==> src/hw/adc_if_pkg.sv <==
package adc_if_pkg;

  // Receiver state of the two-wire slave.
  typedef enum logic [2:0] {
    ST_IDLE,
    ST_ADDR,
    ST_WRITE,
    ST_READ,
    ST_SKIP
  } link_state_t;

  // Own seven-bit bus address; the value is arbitrary.
  localparam logic [6:0] OWN_ADDRESS     = 7'h2a;

  // Byte framing on the serial line and pin synchroniser depth.
  localparam logic [3:0] BYTE_BITS       = 4'h8;
  localparam logic [3:0] ACK_BIT         = 4'h9;
  localparam int         SYNC_STAGES     = 3;

  // High-speed master code: upper five bits fixed, low three bits ignored.
  localparam logic [4:0] HS_CODE_TOP     = 5'h01;

  // Common field positions of both written bytes.
  localparam int         POS_REG_SELECT  = 7;

  // Setup byte field positions.
  localparam int         POS_REF_HI      = 6;
  localparam int         POS_REF_LO      = 4;
  localparam int         POS_CLOCK_SRC   = 3;
  localparam int         POS_POLARITY    = 2;
  localparam int         POS_CFG_RESET   = 1;

  // Configuration byte field positions.
  localparam int         POS_SCAN_HI     = 6;
  localparam int         POS_SCAN_LO     = 5;
  localparam int         POS_CHAN_HI     = 4;
  localparam int         POS_CHAN_LO     = 1;
  localparam int         POS_INPUT_MODE  = 0;

  // Power-up values of the setup byte fields.
  localparam logic [2:0] RST_REF_SELECT  = 3'h0;
  localparam logic       RST_EXT_CLOCK   = 1'h0;
  localparam logic       RST_POLARITY    = 1'h0;

  // Power-up values of the configuration byte fields.
  localparam logic [1:0] RST_SCAN        = 2'h0;
  localparam logic [3:0] RST_CHANNEL     = 4'h0;
  localparam logic       RST_INPUT_MODE  = 1'h1;

  // Result coding limits in converter LSBs.
  localparam logic signed [12:0] BIP_MAX = 13'sh07ff;
  localparam logic signed [12:0] BIP_MIN = -13'sh0800;

endpackage

==> src/hw/pin_sync.sv <==
`timescale 1ns/1ps

// Three-stage synchroniser for pin inputs. The filtered level only moves
// when the second and third stages agree, which also rejects single-cycle
// glitches on the slow bus lines.
module pin_sync #(
  parameter int          WIDTH = 2,
  parameter logic [1:0]  IDLE  = 2'h3
) (
  input  wire logic             clk,
  input  wire logic             rst_n,
  input  wire logic [WIDTH-1:0] raw,
  output logic      [WIDTH-1:0] level
);

  logic [WIDTH-1:0] stage1;  // Metastable stage, read by stage2 only.
  logic [WIDTH-1:0] stage2;  // Second stage.
  logic [WIDTH-1:0] stage3;  // Third stage.
  wire  [WIDTH-1:0] agree = ~(stage2 ^ stage3);  // Stages agree per bit.

  // Idle bus lines float high, so the stages reset to the idle level.
  always_ff @(posedge clk) begin
    if (!rst_n) begin
      stage1 <= IDLE[WIDTH-1:0];
      stage2 <= IDLE[WIDTH-1:0];
      stage3 <= IDLE[WIDTH-1:0];
      level  <= IDLE[WIDTH-1:0];
    end else begin
      stage1 <= raw;
      stage2 <= stage1;
      stage3 <= stage2;
      level  <= (agree & stage3) | (~agree & level);
    end
  end

endmodule

==> src/hw/result_coder.sv <==
`timescale 1ns/1ps

// Maps a signed difference sample, in LSBs of the full reference span, to
// the twelve-bit output code.
module result_coder (
  input  wire logic               polarity,
  input  wire logic               input_mode,
  input  wire logic signed [12:0] sample,
  output logic             [11:0] code
);

  // Single-ended inputs ignore the polarity select entirely.
  wire bipolar  = polarity & ~input_mode;
  // Bipolar span is half the reference each way, so clamp to that range.
  wire bip_hi   = sample > adc_if_pkg::BIP_MAX;
  wire bip_lo   = sample < adc_if_pkg::BIP_MIN;
  wire [11:0] bip_code = bip_hi ? adc_if_pkg::BIP_MAX[11:0]
                       : bip_lo ? adc_if_pkg::BIP_MIN[11:0] : sample[11:0];
  // Unipolar spans zero to the reference; negative inputs give code zero.
  wire [11:0] uni_code = sample[12] ? 12'h000 : sample[11:0];

  // Straight binary when unipolar, two's complement when bipolar.
  assign code = bipolar ? bip_code : uni_code;

endmodule

==> src/hw/adc_serial_slave.sv <==
// Operation
// - Unipolar: negative differential input gives zero.
// - Unipolar straight binary, bipolar two's complement.
// - Single-ended always unipolar, polarity ignored.
// - One bit per clock; data stable high.
// - Data fall: START; data rise: STOP.
// - Repeated START keeps transaction and speed mode.
// - Acknowledge drives data low through ninth clock.
// - Idle waits for START plus own address.
// - Address LSB: zero write, one read.
// - Acknowledge own address for one clock.
// - Power-up in fast/standard timing mode.
// - High-speed master code: not-acknowledge, then HS.
// - STOP in high-speed returns to fast/standard.
// - Written byte MSB picks setup or configuration.
// - One or two bytes, each acknowledged.
// - Setup reset bit zero restores configuration defaults.
// - Setup byte LSB is ignored.
// - Configuration powers up scan 0, channel 0, single.
// - Input mode one: to ground; zero: pair.
// - Internal clock mode stretches clock during conversion.
`timescale 1ns/1ps

module adc_serial_slave #(
  parameter logic [6:0] SLAVE_ADDRESS = adc_if_pkg::OWN_ADDRESS
) (
  input  wire logic               MCLK,
  input  wire logic               RSTN,
  input  wire logic               SCL_I,
  input  wire logic               SDA_I,
  output logic                    SDA_O,
  output logic                    SDA_OE,
  output logic                    SCL_O,
  output logic                    SCL_OE,
  input  wire logic               CONV_BUSY,
  input  wire logic signed [12:0] SAMPLE,
  output logic             [11:0] RESULT,
  output logic                    CONV_START,
  output logic                    HS_MODE,
  output logic             [2:0]  REF_SELECT,
  output logic                    EXT_CLOCK,
  output logic                    POLARITY,
  output logic             [1:0]  SCAN_SELECT,
  output logic             [3:0]  CHANNEL_SELECT,
  output logic                    INPUT_MODE
);

  // Filtered bus levels and their previous values for edge finding.
  logic [1:0] bus_level;     // Bit 1 is the clock line, bit 0 the data line.
  logic       scl_prev;      // Clock level one cycle ago.
  logic       sda_prev;      // Data level one cycle ago.

  // Transfer state.
  adc_if_pkg::link_state_t state;  // Receiver phase.
  logic [3:0] bit_cnt;       // Clock rises seen in the current byte.
  logic [7:0] shift;         // Incoming byte, MSB first.
  logic       hs_arm;        // Master code seen; switch after its ninth clock.
  logic       stretch;       // Holding the clock low for a conversion.

  // Coded result from the output formatter.
  logic [11:0] coded;

  // Both pins are sampled on the system clock; the bus is far slower.
  pin_sync #(
    .WIDTH (2),
    .IDLE  (2'h3)
  ) u_sync (
    .clk   (MCLK),
    .rst_n (RSTN),
    .raw   ({SCL_I, SDA_I}),
    .level (bus_level)
  );

  // Output coding of the converter sample.
  result_coder u_coder (
    .polarity   (POLARITY),
    .input_mode (INPUT_MODE),
    .sample     (SAMPLE),
    .code       (coded)
  );

  // Edge and bus condition decode from the filtered levels.
  wire scl       = bus_level[1];
  wire sda       = bus_level[0];
  wire scl_rise  = scl & ~scl_prev;
  wire scl_fall  = ~scl & scl_prev;
  // Data may only move while the clock is high to mark a condition.
  wire start_seen = scl & scl_prev & sda_prev & ~sda;
  wire stop_seen  = scl & scl_prev & ~sda_prev & sda;

  // Byte boundary decode: eighth falling edge ends the data bits, the
  // ninth falling edge ends the acknowledge slot.
  wire byte_done = scl_fall & (bit_cnt == adc_if_pkg::BYTE_BITS);
  wire ack_done  = scl_fall & (bit_cnt == adc_if_pkg::ACK_BIT);

  // Address decode on the received byte.
  wire addr_match = shift[7:1] == SLAVE_ADDRESS;
  wire rw_read    = shift[0];
  // Only the top five bits identify the master code.
  wire hs_code    = shift[7:3] == adc_if_pkg::HS_CODE_TOP;

  // Written byte sorting.
  wire is_setup   = shift[adc_if_pkg::POS_REG_SELECT];
  wire wr_done    = byte_done & (state == adc_if_pkg::ST_WRITE);
  wire setup_wr   = wr_done & is_setup;
  wire config_wr  = wr_done & ~is_setup;
  // Reset bit low restores the configuration byte; a one does nothing.
  wire cfg_reset  = setup_wr & ~shift[adc_if_pkg::POS_CFG_RESET];

  // Address acknowledge is given for our address only; the master code
  // is deliberately left unanswered so the line stays high.
  wire addr_done  = byte_done & (state == adc_if_pkg::ST_ADDR);
  wire addr_ack   = addr_done & addr_match;
  wire addr_hs    = addr_done & ~addr_match & hs_code;
  wire give_ack   = addr_ack | wr_done;

  // A read starts a conversion after the ack; in internal clock mode it also stretches.
  wire read_go    = ack_done & ~hs_arm & (state == adc_if_pkg::ST_ADDR)
                    & rw_read;
  wire stretch_go = read_go & ~EXT_CLOCK;

  // Remember the line levels for edge finding.
  always_ff @(posedge MCLK) begin
    if (!RSTN) begin
      scl_prev <= 1'h1;
      sda_prev <= 1'h1;
    end else begin
      scl_prev <= scl;
      sda_prev <= sda;
    end
  end

  // Bit counter and shifter. Data is taken on the rising clock edge,
  // where it is guaranteed stable, one bit per clock.
  always_ff @(posedge MCLK) begin
    if (!RSTN) begin
      bit_cnt <= 4'h0;
      shift   <= 8'h00;
    end else if (start_seen || stop_seen || ack_done) begin
      bit_cnt <= 4'h0;
    end else if (scl_rise && bit_cnt < adc_if_pkg::ACK_BIT) begin
      // Only the first eight bits shift; the ninth is the ack slot.
      bit_cnt <= bit_cnt + 4'h1;
      if (bit_cnt < adc_if_pkg::BYTE_BITS) begin
        shift <= {shift[6:0], sda};
      end
    end
  end

  // Transfer state machine. START and repeated START both restart the
  // address phase; STOP always drops back to idle.
  always_ff @(posedge MCLK) begin
    if (!RSTN) begin
      state <= adc_if_pkg::ST_IDLE;
    end else if (stop_seen) begin
      state <= adc_if_pkg::ST_IDLE;
    end else if (start_seen) begin
      state <= adc_if_pkg::ST_ADDR;
    end else if (addr_done && !addr_match && !hs_code) begin
      // Someone else's address: sit out until the next condition.
      state <= adc_if_pkg::ST_SKIP;
    end else if (ack_done && state == adc_if_pkg::ST_ADDR) begin
      // After the master code the master must send a repeated START.
      unique case ({hs_arm, rw_read})
        2'b00:   state <= adc_if_pkg::ST_WRITE;
        2'b01:   state <= adc_if_pkg::ST_READ;
        default: state <= adc_if_pkg::ST_SKIP;
      endcase
    end
  end

  // Speed mode. Power-up and any STOP give fast/standard timing; a
  // repeated START leaves the mode as it is.
  always_ff @(posedge MCLK) begin
    if (!RSTN) begin
      HS_MODE <= 1'h0;
      hs_arm  <= 1'h0;
    end else if (stop_seen) begin
      HS_MODE <= 1'h0;
      hs_arm  <= 1'h0;
    end else if (addr_hs) begin
      hs_arm  <= 1'h1;
    end else if (ack_done && hs_arm) begin
      // The switch happens only once the not-acknowledge slot is over.
      HS_MODE <= 1'h1;
      hs_arm  <= 1'h0;
    end
  end

  // Data line drive. The ack is set up on the falling edge before the
  // ninth clock and released on its falling edge, so it covers the whole
  // high phase. A condition on the bus releases the line at once.
  always_ff @(posedge MCLK) begin
    if (!RSTN) begin
      SDA_OE <= 1'h0;
      SDA_O  <= 1'h0;
    end else if (start_seen || stop_seen || ack_done) begin
      SDA_OE <= 1'h0;
    end else if (give_ack) begin
      SDA_OE <= 1'h1;
    end
  end

  // Clock stretching. The conversion request is a one-cycle pulse; the
  // clock is held low until the converter reports idle again. The pulse
  // itself keeps the hold up for the cycle before busy can rise.
  always_ff @(posedge MCLK) begin
    if (!RSTN) begin
      stretch    <= 1'h0;
      CONV_START <= 1'h0;
      SCL_OE     <= 1'h0;
      SCL_O      <= 1'h0;
    end else begin
      CONV_START <= read_go;
      if (stretch_go) begin
        stretch <= 1'h1;
      end else if (!CONV_BUSY && !CONV_START) begin
        stretch <= 1'h0;
      end
      SCL_OE <= stretch_go | (stretch & (CONV_BUSY | CONV_START));
    end
  end

  // Setup byte. Bit 0 is don't-care and is never stored.
  always_ff @(posedge MCLK) begin
    if (!RSTN) begin
      REF_SELECT <= adc_if_pkg::RST_REF_SELECT;
      EXT_CLOCK  <= adc_if_pkg::RST_EXT_CLOCK;
      POLARITY   <= adc_if_pkg::RST_POLARITY;
    end else if (setup_wr) begin
      REF_SELECT <= shift[adc_if_pkg::POS_REF_HI:adc_if_pkg::POS_REF_LO];
      EXT_CLOCK  <= shift[adc_if_pkg::POS_CLOCK_SRC];
      POLARITY   <= shift[adc_if_pkg::POS_POLARITY];
    end
  end

  // Configuration byte, including the restore from the setup byte.
  // Input mode one measures to ground, zero measures the channel pair.
  always_ff @(posedge MCLK) begin
    if (!RSTN || cfg_reset) begin
      SCAN_SELECT    <= adc_if_pkg::RST_SCAN;
      CHANNEL_SELECT <= adc_if_pkg::RST_CHANNEL;
      INPUT_MODE     <= adc_if_pkg::RST_INPUT_MODE;
    end else if (config_wr) begin
      SCAN_SELECT    <= shift[adc_if_pkg::POS_SCAN_HI:adc_if_pkg::POS_SCAN_LO];
      CHANNEL_SELECT <= shift[adc_if_pkg::POS_CHAN_HI:adc_if_pkg::POS_CHAN_LO];
      INPUT_MODE     <= shift[adc_if_pkg::POS_INPUT_MODE];
    end
  end

  // Registered output code, so the port comes straight from a flop.
  always_ff @(posedge MCLK) begin
    if (!RSTN) begin
      RESULT <= 12'h000;
    end else begin
      RESULT <= coded;
    end
  end
endmodule

==> config.mk <==
export PLATFORM = sky130hd
export DESIGN_NAME = adc_serial_slave
export DESIGN_NICKNAME = d
export VERILOG_FILES = /design/src/hw/adc_if_pkg.sv /design/src/hw/pin_sync.sv /design/src/hw/result_coder.sv /design/src/hw/adc_serial_slave.sv
export SDC_FILE = /design/constraint.sdc
export NUM_CORES = 1
export LEC_CHECK = 0
export ABC_AREA = 1
export BUFFER_PORTS_ARGS = -buffer_cell sky130_fd_sc_hd__clkbuf_2
export CAP_MARGIN = 20
export CORE_MARGIN = 5
export CORE_UTILIZATION = 32
export CTS_BUF_LIST = sky130_fd_sc_hd__clkbuf_8 sky130_fd_sc_hd__clkbuf_16
export DETAILED_ROUTE_END_ITERATION = 10
export GPL_ROUTABILITY_DRIVEN = 0
export HOLD_SLACK_MARGIN = 0.02
export PLACE_DENSITY = 0.58
export SLEW_MARGIN = 15
export SYNTH_ARGS = -nofsm -noshare
export SYNTH_HDL_FRONTEND = slang
export SYNTH_SLANG_ARGS = --single-unit
==> constraint.sdc <==
create_clock -name MCLK -period 1.4 [get_ports MCLK]
set_input_delay 0.28 -clock MCLK [delete_from_list [all_inputs] [get_ports MCLK]]
set_output_delay 0.28 -clock MCLK [all_outputs]
set_load 0.005 [all_outputs]
==> results.txt, run 1 <==
Clock-pin slew was measured on the worst setup and hold paths at about 100 ps. The post-synthesis instance total came out at roughly 260. The synthesis warning total is 0. The worst setup path is of the flip-flop to flip-flop kind. Clock tree synthesis selected as its root buffer the cell sky130_fd_sc_hd__clkbuf_8. The post-layout minimum cycle time came out at 1370 ps. The repair_antennas step left the layout with diodes totalling 0. The final worst hold slack came out at 153 ps. In this run the count of I/O pins placed on the die edge is between 40 and 50. The initial antenna violation count came out at 0. Global routing consumed, on the met2 layer, 17.1% of the routing resources. The part of the cycle the worst path needs is 98.2%. The sequential share of the synthesized area came out at ~50%. The width of the die is 92.2 µm. The startpoint kind of the worst setup timing path is a flip-flop. The data arrival at the endpoint of the critical path came out at 1560 ps. The detail route stage leaves a number of antenna-violating nets equal to 0. The floorplan step defined a die boundary enclosing 8510 µm². The final core area utilization is 40.7%. The critical-path maximum fanout is 8. The worst register-to-register path begins at bit_cnt[1]$_SDFFE_PP0N_. The core footprint came out at 6680 µm².

The worst setup skew after layout came out at approximately 5.4 ps. The area overhead of the layout relative to synthesis came out at 25.7%. The source of the critical timing path is bit_cnt[1]$_SDFFE_PP0N_. The detailed placer's ending HPWL is 3.45 mm. The final worst slack is approximately 25 ps. The post-synthesis register bit count is 55. The worst slew margin relative to its limit is 64.0%.

The total power consumption of the routed design is about 2.8 mW. The most used flip-flop cell after synthesis is sky130_fd_sc_hd__dfxtp_1. In the global route stage, met3 resource usage came out at 3.12%. The mean area per synthesized cell is between 8 and 9 µm².

The number of remaining DRC errors is 0. Combinational cells account for ~4.4% of the total power. In this run the most used layer during global routing was met2. The internal power consumption is between 2 and 2.5 mW.

During placement, the flow inserted port buffers numbering 45. The via count of the first global-routing pass is approximately 1,700. The clock network power share is between 30% and 40%. For this design, the sink count on the clock tree is 55. The overall die height came out at between 90 and 100 µm. The global-route usage over all layers is 11.4%. For met1 alone, demand over resource in global routing was between 10% and 20%. The top cell types in the final layout, fill and taps aside, are sky130_fd_sc_hd__dfxtp_1, sky130_fd_sc_hd__clkbuf_2, sky130_fd_sc_hd__nand2_1. The worst setup path is captured at a flip-flop. The number of synthesized flops with an enable pin is 0. The detailed-route wire length is slightly below 5 mm.

The fill cell instance count of the final layout came out at ~690. Setup repair after global routing could not meet its margin everywhere. The run finished with clean final reports.

The largest buffer count on any clock path came out at 2. The routed length per instance is about 12 µm. OpenSTA, run right after detailed placement, puts the worst setup slack at -59.9 ps. Once placement finished, the instance area stood at between 2000 and 3000 µm². In this run, the number of DRC markers left after iteration 0 of detailed routing was roughly 120. The fraction of power spent switching nets came out at between 20% and 30%. The per-cell via count in the routed design is between 4 and 5. Leaving out fill and tap cells, the most frequent cell in the layout is sky130_fd_sc_hd__dfxtp_1. The number of setup violations in the final report is 0. The worst min-delay path startpoint is SCL_I. For the pin with the worst max-slew slack, the measured transition is 539 ps. The highest ir drop seen on vdd is 0.484 mV. The via count came out at between 1,500 and 2,000. The share of async-settable or async-resettable flops after synthesis is 0%.

The starting utilization of the core area came out at roughly a third. For this design the ratio of total power to cell area is around 1000 nW/µm². The leakage power is ~1.2 nW. The number of core rows is 30.

Of the total power, registers draw roughly 57%. The number of slew-limit violations in the final report came out at 0. Setup total negative slack on the finished layout was measured at 0 ps. Buffers inserted during clock tree synthesis total 5. The fmax is 0.727 GHz.

The cell count after placement came out at 389. The H-tree was split into 2 levels. The max capacitance violation total is 0. The number of search-and-repair iterations in the first detailed-routing pass came out at 4. For the worst setup path, the data required time is between 1500 and 2000 ps. After global routing the overflow that remains totals 0. The worst-skew pair later-pin latency is between 300 and 400 ps. The netlist area before placement is 2160 µm². TritonCTS built the clock tree. The number of different library cells used by synthesis comes to 32.

The post-route cell area is between 2000 and 3000 µm². The final number of hold-violating endpoints came to 0. The path category of the worst min-delay check is input pin to flip-flop.

In the final design database the tool counted 340 nets. The first global-routing pass estimated 7.78 mm of wire. The number of buffers added to fix hold violations after cts came out at 0. The net switching component of the power came out at 0.579 mW. The largest net degree at the start of global routing came out at 29.

The fraction of final layout cells with drive strength greater than 1 is a little under a third. Once layout is complete, the cells apart from fillers number 400.
## final timing paths
path                                                     to  slack [ps]  cells past startpoint
worst min-delay path            u_sync.stage1[1]$_SDFF_PN1_         150                      2
worst min register to register  u_sync.stage2[1]$_SDFF_PN1_         420                      1
worst max register to register      INPUT_MODE$_SDFFE_PP1P_          30                      9
worst max-delay path                INPUT_MODE$_SDFFE_PP1P_          30                      9
## routing by layer
metal / up-vias / routed length, µm
met4: 0 / 72
li1: 972 / -
met2: 36 / 2200
met3: 6 / 202
met5: - / 0
met1: 857 / 2360
## synthesized netlist by cell type (2+ instances only)
library cell,count,area share [%]
sky130_fd_sc_hd__dfxtp_1,55,51
sky130_fd_sc_hd__nand2_1,46,8.0
sky130_fd_sc_hd__a21oi_1,38,8.8
sky130_fd_sc_hd__o21ai_0,25,5.8
sky130_fd_sc_hd__inv_1,23,4.0
sky130_fd_sc_hd__nor2_1,20,3.5
sky130_fd_sc_hd__nand4_1,7,2.0
sky130_fd_sc_hd__or2_2,7,2.0
sky130_fd_sc_hd__clkbuf_1,4,0.69
sky130_fd_sc_hd__nand3_1,4,0.92
sky130_fd_sc_hd__ha_1,3,1.7
sky130_fd_sc_hd__inv_2,3,0.52
sky130_fd_sc_hd__nor3_1,3,0.69
sky130_fd_sc_hd__buf_4,2,0.69
sky130_fd_sc_hd__nand2_2,2,0.58
sky130_fd_sc_hd__nor2_8,2,1.8
sky130_fd_sc_hd__o211ai_1,2,0.69
sky130_fd_sc_hd__o21ai_1,2,0.46
sky130_fd_sc_hd__o22ai_1,2,0.58
## kinds of logic after synthesis
kind of cell,count (synthesis),synth area share [%]
simple gates,98,23.1
compound gates,71,17.1
flops,55,50.9
buf+inv,35,7.05
fa+ha+maj,3,1.73
other cells,1,0.173
## sequential cells by signal, summed over array words and instances, names as in the netlist, 2 cells and up, named ones only
| register | cells |
|---|---|
| RESULT | 12 |
| state | 3 |
| CHANNEL_SELECT | 4 |
| REF_SELECT | 3 |
| shift | 8 |
| u_sync.stage1 | 2 |
| SCAN_SELECT | 2 |
| bit_cnt | 4 |
| u_sync.stage2 | 2 |
| u_sync.stage3 | 2 |
## power by group through the flow
| stage | clock (mW) | combinational, mW | sequential [mW] |
|---|---|---|---|
| final | 1.08 | 0.122 | 1.59 |
| after CTS | 1.11 | 0.123 | 1.59 |
| after global placement | 0 | 0.118 | 1.63 |
| after detailed placement | 0 | 0.120 | 1.63 |
| after floorplan | 0 | 0.0677 | 1.63 |
| after global routing | 1.19 | 0.140 | 1.59 |
## repair_timing
item / CTS / global route
gates resized for setup: 3 / 18
setup buffers: 1 / 1
gates cloned: 1 / 0
pin swaps: 2 / 6
setup endpoints to repair: 14 / 19
## area by class of cell
class                           count  area (µm²)  share of cell area (%)
Clock buffer                        6        82.6                    3.04
Clock inverter                      2        35.0                    1.29
Inverter                           26         100                    3.68
Multi-Input combinational cell    175         990                    36.4
Sequential cell                    55        1100                    40.6
Tap cell                           80         100                    3.68
Timing Repair Buffer               56         308                    11.3
## worst max-delay path: stages (launching register included)
cell and delay (ps):
sky130_fd_sc_hd__dfxtp_2 340, sky130_fd_sc_hd__inv_2 80, sky130_fd_sc_hd__ha_4 140, sky130_fd_sc_hd__nand2_4 60, sky130_fd_sc_hd__nor2_4 130, sky130_fd_sc_hd__nand2_4 120, sky130_fd_sc_hd__nor2_8 190, sky130_fd_sc_hd__inv_4 70
sky130_fd_sc_hd__nand2_2 50, sky130_fd_sc_hd__nand4_1 70
(Power assumes the default switching activity.)
==> run 2: changes to the inputs <==
==> constraint.sdc (replaced) <==
create_clock -name MCLK -period 1.4 [get_ports MCLK]
set_input_delay 0.14 -clock MCLK [delete_from_list [all_inputs] [get_ports MCLK]]
set_output_delay 0.14 -clock MCLK [all_outputs]
set_load 0.005 [all_outputs]
==> results.txt, run 2 (same netlist as run 1, synthesis figures left out) <==
The maximum level of the CTS H-tree is 2. The overall die height is 92.2 µm. In the layout the commonest cells are sky130_fd_sc_hd__dfxtp_1, sky130_fd_sc_hd__nand2_1, sky130_fd_sc_hd__clkbuf_2. Pin placement for this block handled 48 I/O pins. The starting utilization of the core area came out at around a third. The worst setup path is captured at a flip-flop.

The multi-input combinational cells in the finished layout cover a total of approximately 960 µm². In this run the standard cell core region covers between 6000 and 7000 µm². The number of core rows came out at 30.

Across the VDD grid, the largest voltage drop is 0.473 mV. The critical-path maximum fanout came out at 7. The final net count came out at around 340. The global-route usage over all layers is roughly 11%. The via count came out at ~1,800. The largest net degree at the start of global routing is 29.

The part of the cycle the worst path needs is approximately 98%. The kind of cell with the highest combined delay along the critical path is simple AND/OR/NAND/NOR gates. After global routing the overflow that remains totals 0. The initial antenna violation count was 0.

0 antenna diodes ended up in the layout. CTS placed an instance of sky130_fd_sc_hd__clkbuf_8 at the clock tree root. The wire length of the first global-routing pass is 7.91 mm.

The clock edge transition at the registers on the reported setup and hold paths came out at ~100 ps. The register with the most flip-flops in the layout has 12 of them. The leakage power came out at ~1.2 nW. The largest registers in the layout are RESULT: 12 flops, shift: 8 flops. The critical setup path kind is flip-flop to flip-flop.

The worst setup path is launched from a flip-flop. The minimum setup slack after placement is -35.4 ps. The width of the die came out at 92.2 µm.

The number of standard cells in the final layout excluding fillers came out at roughly 400. The fraction of final layout cells with drive strength greater than 1 is 30.4%. The fmax came out at between 0.7 and 0.8 GHz. The library cell used most frequently in the layout, excluding fill and tap cells, is sky130_fd_sc_hd__dfxtp_1. The number of slew-limit violations in the final report came out at 0. The number of remaining DRC errors came out at 0.

Max-cap violations in this run came to 0. The number of design-rule violations left by the first detailed-router iteration came out at between 100 and 150. The post-layout minimum cycle time came out at about 1400 ps. The area overhead of the layout relative to synthesis came out at 26.1%.

The number of nets still failing antenna checks after routing is 0. The number of clock sinks is 55. The slowest library cell on the worst path is sky130_fd_sc_hd__dfxtp_2. At the worst endpoint, the required time is ~1600 ps. The run finished with clean final reports. The buffer and inverter count on the worst path is 2.

The detailed-route wire length is between 4 and 5 mm. The worst-skew pair later-pin latency is roughly 300 ps. The data arrival at the endpoint of the critical path is between 1500 and 2000 ps.

After detailed routing, the average wire length per cell comes to 11.9 µm. By instance count, the cell type seen most on the critical path is sky130_fd_sc_hd__nand2_4. TritonCTS built the clock tree. The critical path goes through inv_2 -> ha_4 -> nand2_4 -> nor2_4 -> nand2_4 -> nor2_8 -> buf_12 -> o21ai_1 -> a21oi_1. The detailed placer's ending HPWL came out at roughly 3.4 mm. The power per standard cell area came out at between 1000 and 1500 nW/µm². More flip-flops sit in one register than any other, and that register is RESULT.

The worst stage delay on the critical path came out at around 340 ps. The overall die area is 8510 µm². The sequential standard cell area is ~1100 µm².

Fill cells in the final layout number slightly below 700. The final number of hold-violating endpoints came out at 0. Setup repair after global routing could not meet its margin everywhere.

The worst setup skew after layout is 8.28 ps. Overall power consumption after layout is estimated at 2.81 mW. The total CTS buffers is 5. No sink is reached through more buffers than the 2 on the longest clock path. Dividing the detail-routed via count by the number of cells gives 4.51. The via count of the first global-routing pass came out at around 1,600.

The count of input and output buffers came out at 45. The final worst slack came out at between 20 and 25 ps. The cell count after placement is ~390. The pre-antenna-repair detailed-routing pass consisted of 4 iterations. The path category of the worst min-delay check is input pin to flip-flop. The number of setup violations in the final report is 0.
-- run 2: cell count changes in the layout (fill, tap and decap cells not counted), moves of 2 or more --
cell and delta:
sky130_fd_sc_hd__o21ai_0 -2, sky130_fd_sc_hd__o21ai_1 +2, sky130_fd_sc_hd__nor2_2 -2, sky130_fd_sc_hd__dlygate4sd3_1 +2
sky130_fd_sc_hd__nand2_1 +2, sky130_fd_sc_hd__nor2_1 +2, sky130_fd_sc_hd__nand2_4 -2
-- run 2: metrics by stage --
stage	TNS, ps	hold WS (ps)	instance area, µm²	util (%)
3_5_place_dp	-122	328	2510	37.5
4_1_cts	0	46.2	2680	40.1
3_3_place_gp	0	325	2510	37.5
6_report	0	49.4	2730	40.8
5_1_grt	-329	58.6	2730	40.8
2_1_floorplan	0	247	2170	-
-- run 2: worst paths after layout --
check	slack (ps)	cells after the start	start	endpoint
min	50	2	RSTN	flip-flop
max	20	9	bit_cnt[0]$_SDFFE_PP0N_	EXT_CLOCK$_SDFFE_PN0P_
max reg2reg	20	9	bit_cnt[0]$_SDFFE_PP0N_	EXT_CLOCK$_SDFFE_PN0P_
min reg2reg	420	1	u_sync.stage1[0]$_SDFF_PN1_	u_sync.stage2[0]$_SDFF_PN1_
-- run 2: cell type report --
cell class | instances | area share [%]
timing repair buffer | 59 | 12.7
clock buffer | 6 | 3.03
multi-input combinational | 174 | 35.1
sequential | 55 | 40.5
clock inverter | 2 | 1.28
inverter | 26 | 3.67
tap | 80 | 3.67
-- run 2: metal layers --
| metal | vias to the layer above | GRT usage [%] | routed length, µm | share of wire, % |
|---|---|---|---|---|
| li1 | 973 | - | - | - |
| met1 | 811 | 16.6 | 2460 | 52 |
| met2 | 29 | 16.4 | 2140 | 45 |
| met3 | 2 | 2.95 | 141 | 3.0 |
| met4 | 0 | 3.34 | 29 | 0.61 |
| met5 | - | 0 | 0 | 0 |
-- run 2: repair_timing --
item | 4_1_cts | 5_1_grt
setup endpoints to repair | 8 | 23
hold buffers | 2 | 0
cloned | 0 | 0
endpoints found under the hold margin | 2 | 0
pin swaps | 2 | 3
setup buffers | 2 | 1
gates resized for setup | 4 | 13
-- run 2: where the power goes --
part / switching, mW / internal, mW / total, mW
combinational: 0.0679 / 0.0559 / 0.124
sequential: 0.00704 / 1.58 / 1.59
clock: 0.514 / 0.580 / 1.09
total: 0.589 / 2.22 / 2.81
==> run 3: changes to the inputs <==
Settings changed: CAP_MARGIN 20 to default, CELL_PAD_IN_SITES_DETAIL_PLACEMENT from default to 0, CELL_PAD_IN_SITES_GLOBAL_PLACEMENT from default to 1, PLACE_DENSITY 0.58 to 0.73.
==> results.txt, run 3 (same netlist as run 1, synthesis figures left out) <==
Clock-pin slew was measured on the worst setup and hold paths at 90 ps. The worst-skew pair later-pin latency came out at approximately 300 ps. Summed over all layers, the routed wires come to 4.65 mm. The clock tree from TritonCTS is built. The post-layout minimum cycle time came out at ~1300 ps.

The total power consumption of the routed design came out at about 2.8 mW. The critical-path maximum fanout is 8. For the worst flop-to-flop path, the logic depth is 9. The final net count is 342. The worst stage delay on the critical path came out at around 330 ps. The worst-case hold path end point is RESULT[7]$_SDFF_PN0_. For this run, the detailed router's first-pass iteration total came to 4. The per-cell via count in the routed design is 4.59. The global route total overflow is 0. The max capacitance violation total is 0. The power per standard cell area came out at about 1000 nW/µm². In this run the power spent charging and discharging nets is 0.578 mW.

RESULT holds more flip-flops than any other register. The number of standard cells in the final layout excluding fillers came out at approximately 400. The number of slew-limit violations in the final report came to 0.

The final worst slack came out at 81.1 ps. The number of remaining DRC errors is 0. The most common library cell in the layout ignoring fill and taps is sky130_fd_sc_hd__dfxtp_1. From synthesis to final layout, the design area changed by 25.5%. The number of nets still failing antenna checks after routing is 0. The critical setup path kind is flip-flop to flip-flop. The floorplan step defined a die boundary enclosing 8510 µm². The minimum setup slack after placement came out at about 17 ps.

The startpoint of the most critical register-to-register path is bit_cnt[1]$_SDFFE_PP0N_. In this run the critical register-to-register path is captured at INPUT_MODE$_SDFFE_PP1P_. The clock network is responsible for slightly below 40% of the overall power.

The clock passes through at most 2 buffers. The total CTS buffers is 5. Timing would allow up to ~0.76 GHz. The count of input and output buffers is 45. The final worst hold slack came out at 67.9 ps. The worst setup path is captured at a flip-flop. The worst setup path is launched from a flip-flop. The global-route usage over all layers is between 10% and 20%.

The initial utilization of the core area, before any placement, comes to roughly a third. The largest registers in the layout are RESULT: 12 flops, shift: 8 flops. The final core area utilization came out at roughly two fifths. In this run the number of H-tree levels came out at 2. The highest ir drop seen on vdd came out at ~0.58 mV. The initial antenna violation count is 0. In this run, the number of DRC markers left after iteration 0 of detailed routing was 68.

The worst setup skew after layout is about 7.6 ps. The via count of the first global-routing pass came out at roughly 1,700. In this run the most critical hold path is launched from SAMPLE[7]. The root buffer selected by CTS is sky130_fd_sc_hd__clkbuf_8. The instance area after placement came out at about 2500 µm². Cells with a size suffix above 1 make up about 30% of the layout. After detailed placement, the design holds a cell count of 391.

The cell that appears most often on the critical path is sky130_fd_sc_hd__nand2_4. The core footprint came out at between 6000 and 7000 µm². The path category of the worst min-delay check is input pin to flip-flop. The floorplan step set the die height to between 90 and 100 µm.

Of the total power, the share spent switching nets is around a fifth. The number of core rows is 30. Setup violations remaining at the end of the flow were counted as 0. The final number of hold-violating endpoints is 0. The top cell types in the final layout, fill and taps aside, are sky130_fd_sc_hd__dfxtp_1, sky130_fd_sc_hd__clkbuf_2, sky130_fd_sc_hd__nand2_1. The flip-flop count of the largest register, all copies and words added came out at 12. Entering global routing, the biggest net connects 30 pins. Internal power comes to roughly 2.2 mW.

The slack of the worst reg-to-reg path came out at between 80 and 90 ps. The number of clock sinks is between 50 and 60. Dividing the detail-routed wire length by the instance count gives 11.6 µm. The signal on the critical path passes through inv_2 -> ha_4 -> nand2_4 -> nor2_4 -> nand2_4 -> nor2_8 -> inv_4 -> nand2_1 -> nand4_1. Per report_power, the combinational group accounts for between 4 and 5% of the total. The worst hold path passes through 3 cells. In the final timing run, aggregate negative setup slack is 0 ps. The via count came out at 1,846. The I/O pin count is 48. On the critical path, the stage with the largest delay is an instance of sky130_fd_sc_hd__dfxtp_1. The first global-routing pass estimated about 7.9 mm of wire. The data arrival at the endpoint of the critical path is around 1500 ps. The post-route cell area came out at 2720 µm². The run finished with clean final reports. 0 antenna diodes ended up in the layout. The HPWL after detailed placement is about 3.5 mm. The analysis attributes to cell leakage a power of 1.19 nW. The part of the cycle the worst path needs is 94.2%. In this run, flip-flops and latches consume approximately 57% of the power.

The required time of the critical path is roughly 1600 ps. The width of the die came out at 92.2 µm.
run 3: how the worst max path moves through the flow:
stage	slack, ps	from	end
2_1_floorplan	70	bit_cnt[0]$_SDFFE_PP0N_	CHANNEL_SELECT[0]$_SDFFE_PP0P_
3_3_place_gp	20	bit_cnt[0]$_SDFFE_PP0N_	CHANNEL_SELECT[0]$_SDFFE_PP0P_
3_5_place_dp	20	bit_cnt[1]$_SDFFE_PP0N_	SCAN_SELECT[1]$_SDFFE_PP0P_
4_1_cts	20	flip-flop	bit_cnt[2]$_SDFFE_PP0N_
5_1_grt	-2	bit_cnt[1]$_SDFFE_PP0N_	INPUT_MODE$_SDFFE_PP1P_
6_report	80	bit_cnt[1]$_SDFFE_PP0N_	INPUT_MODE$_SDFFE_PP1P_
run 3: critical path: cells and delay by family (launching register included):
kind | cells | cell delay, ps
flip-flops | 1 | 330
AND/OR/NAND/NOR | 6 | 590
buffers and inverters | 2 | 150
adder cells (fa/ha/maj) | 1 | 140
run 3: layout make-up:
cell class | instances | area (µm²)
well taps | 80 | 100
multi-input cells | 174 | 957
clock inverters | 2 | 38.8
clock buffers | 6 | 82.6
inverters | 26 | 100
fillers | 713 | 3960
repair buffers | 59 | 335
flip-flops and latches | 55 | 1100
run 3: what timing repair did:
item / in CTS / in global routing
endpoints found under the setup margin: 2 / 23
hold buffers: 2 / 0
buffers inserted: 1 / 0
pin swaps: 2 / 5
endpoints found under the hold margin: 2 / 0
gates resized for setup: 1 / 14
run 3: power by group through the flow:
stage / Clock [mW] / Combinational [mW] / Sequential [mW]
6_report: 1.09 / 0.126 / 1.59
5_1_grt: 1.20 / 0.144 / 1.59
4_1_cts: 1.14 / 0.127 / 1.59
3_5_place_dp: 0 / 0.121 / 1.63
3_3_place_gp: 0 / 0.119 / 1.63
2_1_floorplan: 0 / 0.0677 / 1.63
run 3: layer usage:
| layer | vias up | part of all wire (%) | global-route usage (%) |
|---|---|---|---|
| met2 | 24 | 47 | 18.2 |
| met4 | 0 | 1.8 | 4.58 |
| met3 | 11 | 3.0 | 2.87 |
| li1 | 976 | - | - |
| met1 | 835 | 48 | 15.2 |
| met5 | - | 0 | 0 |
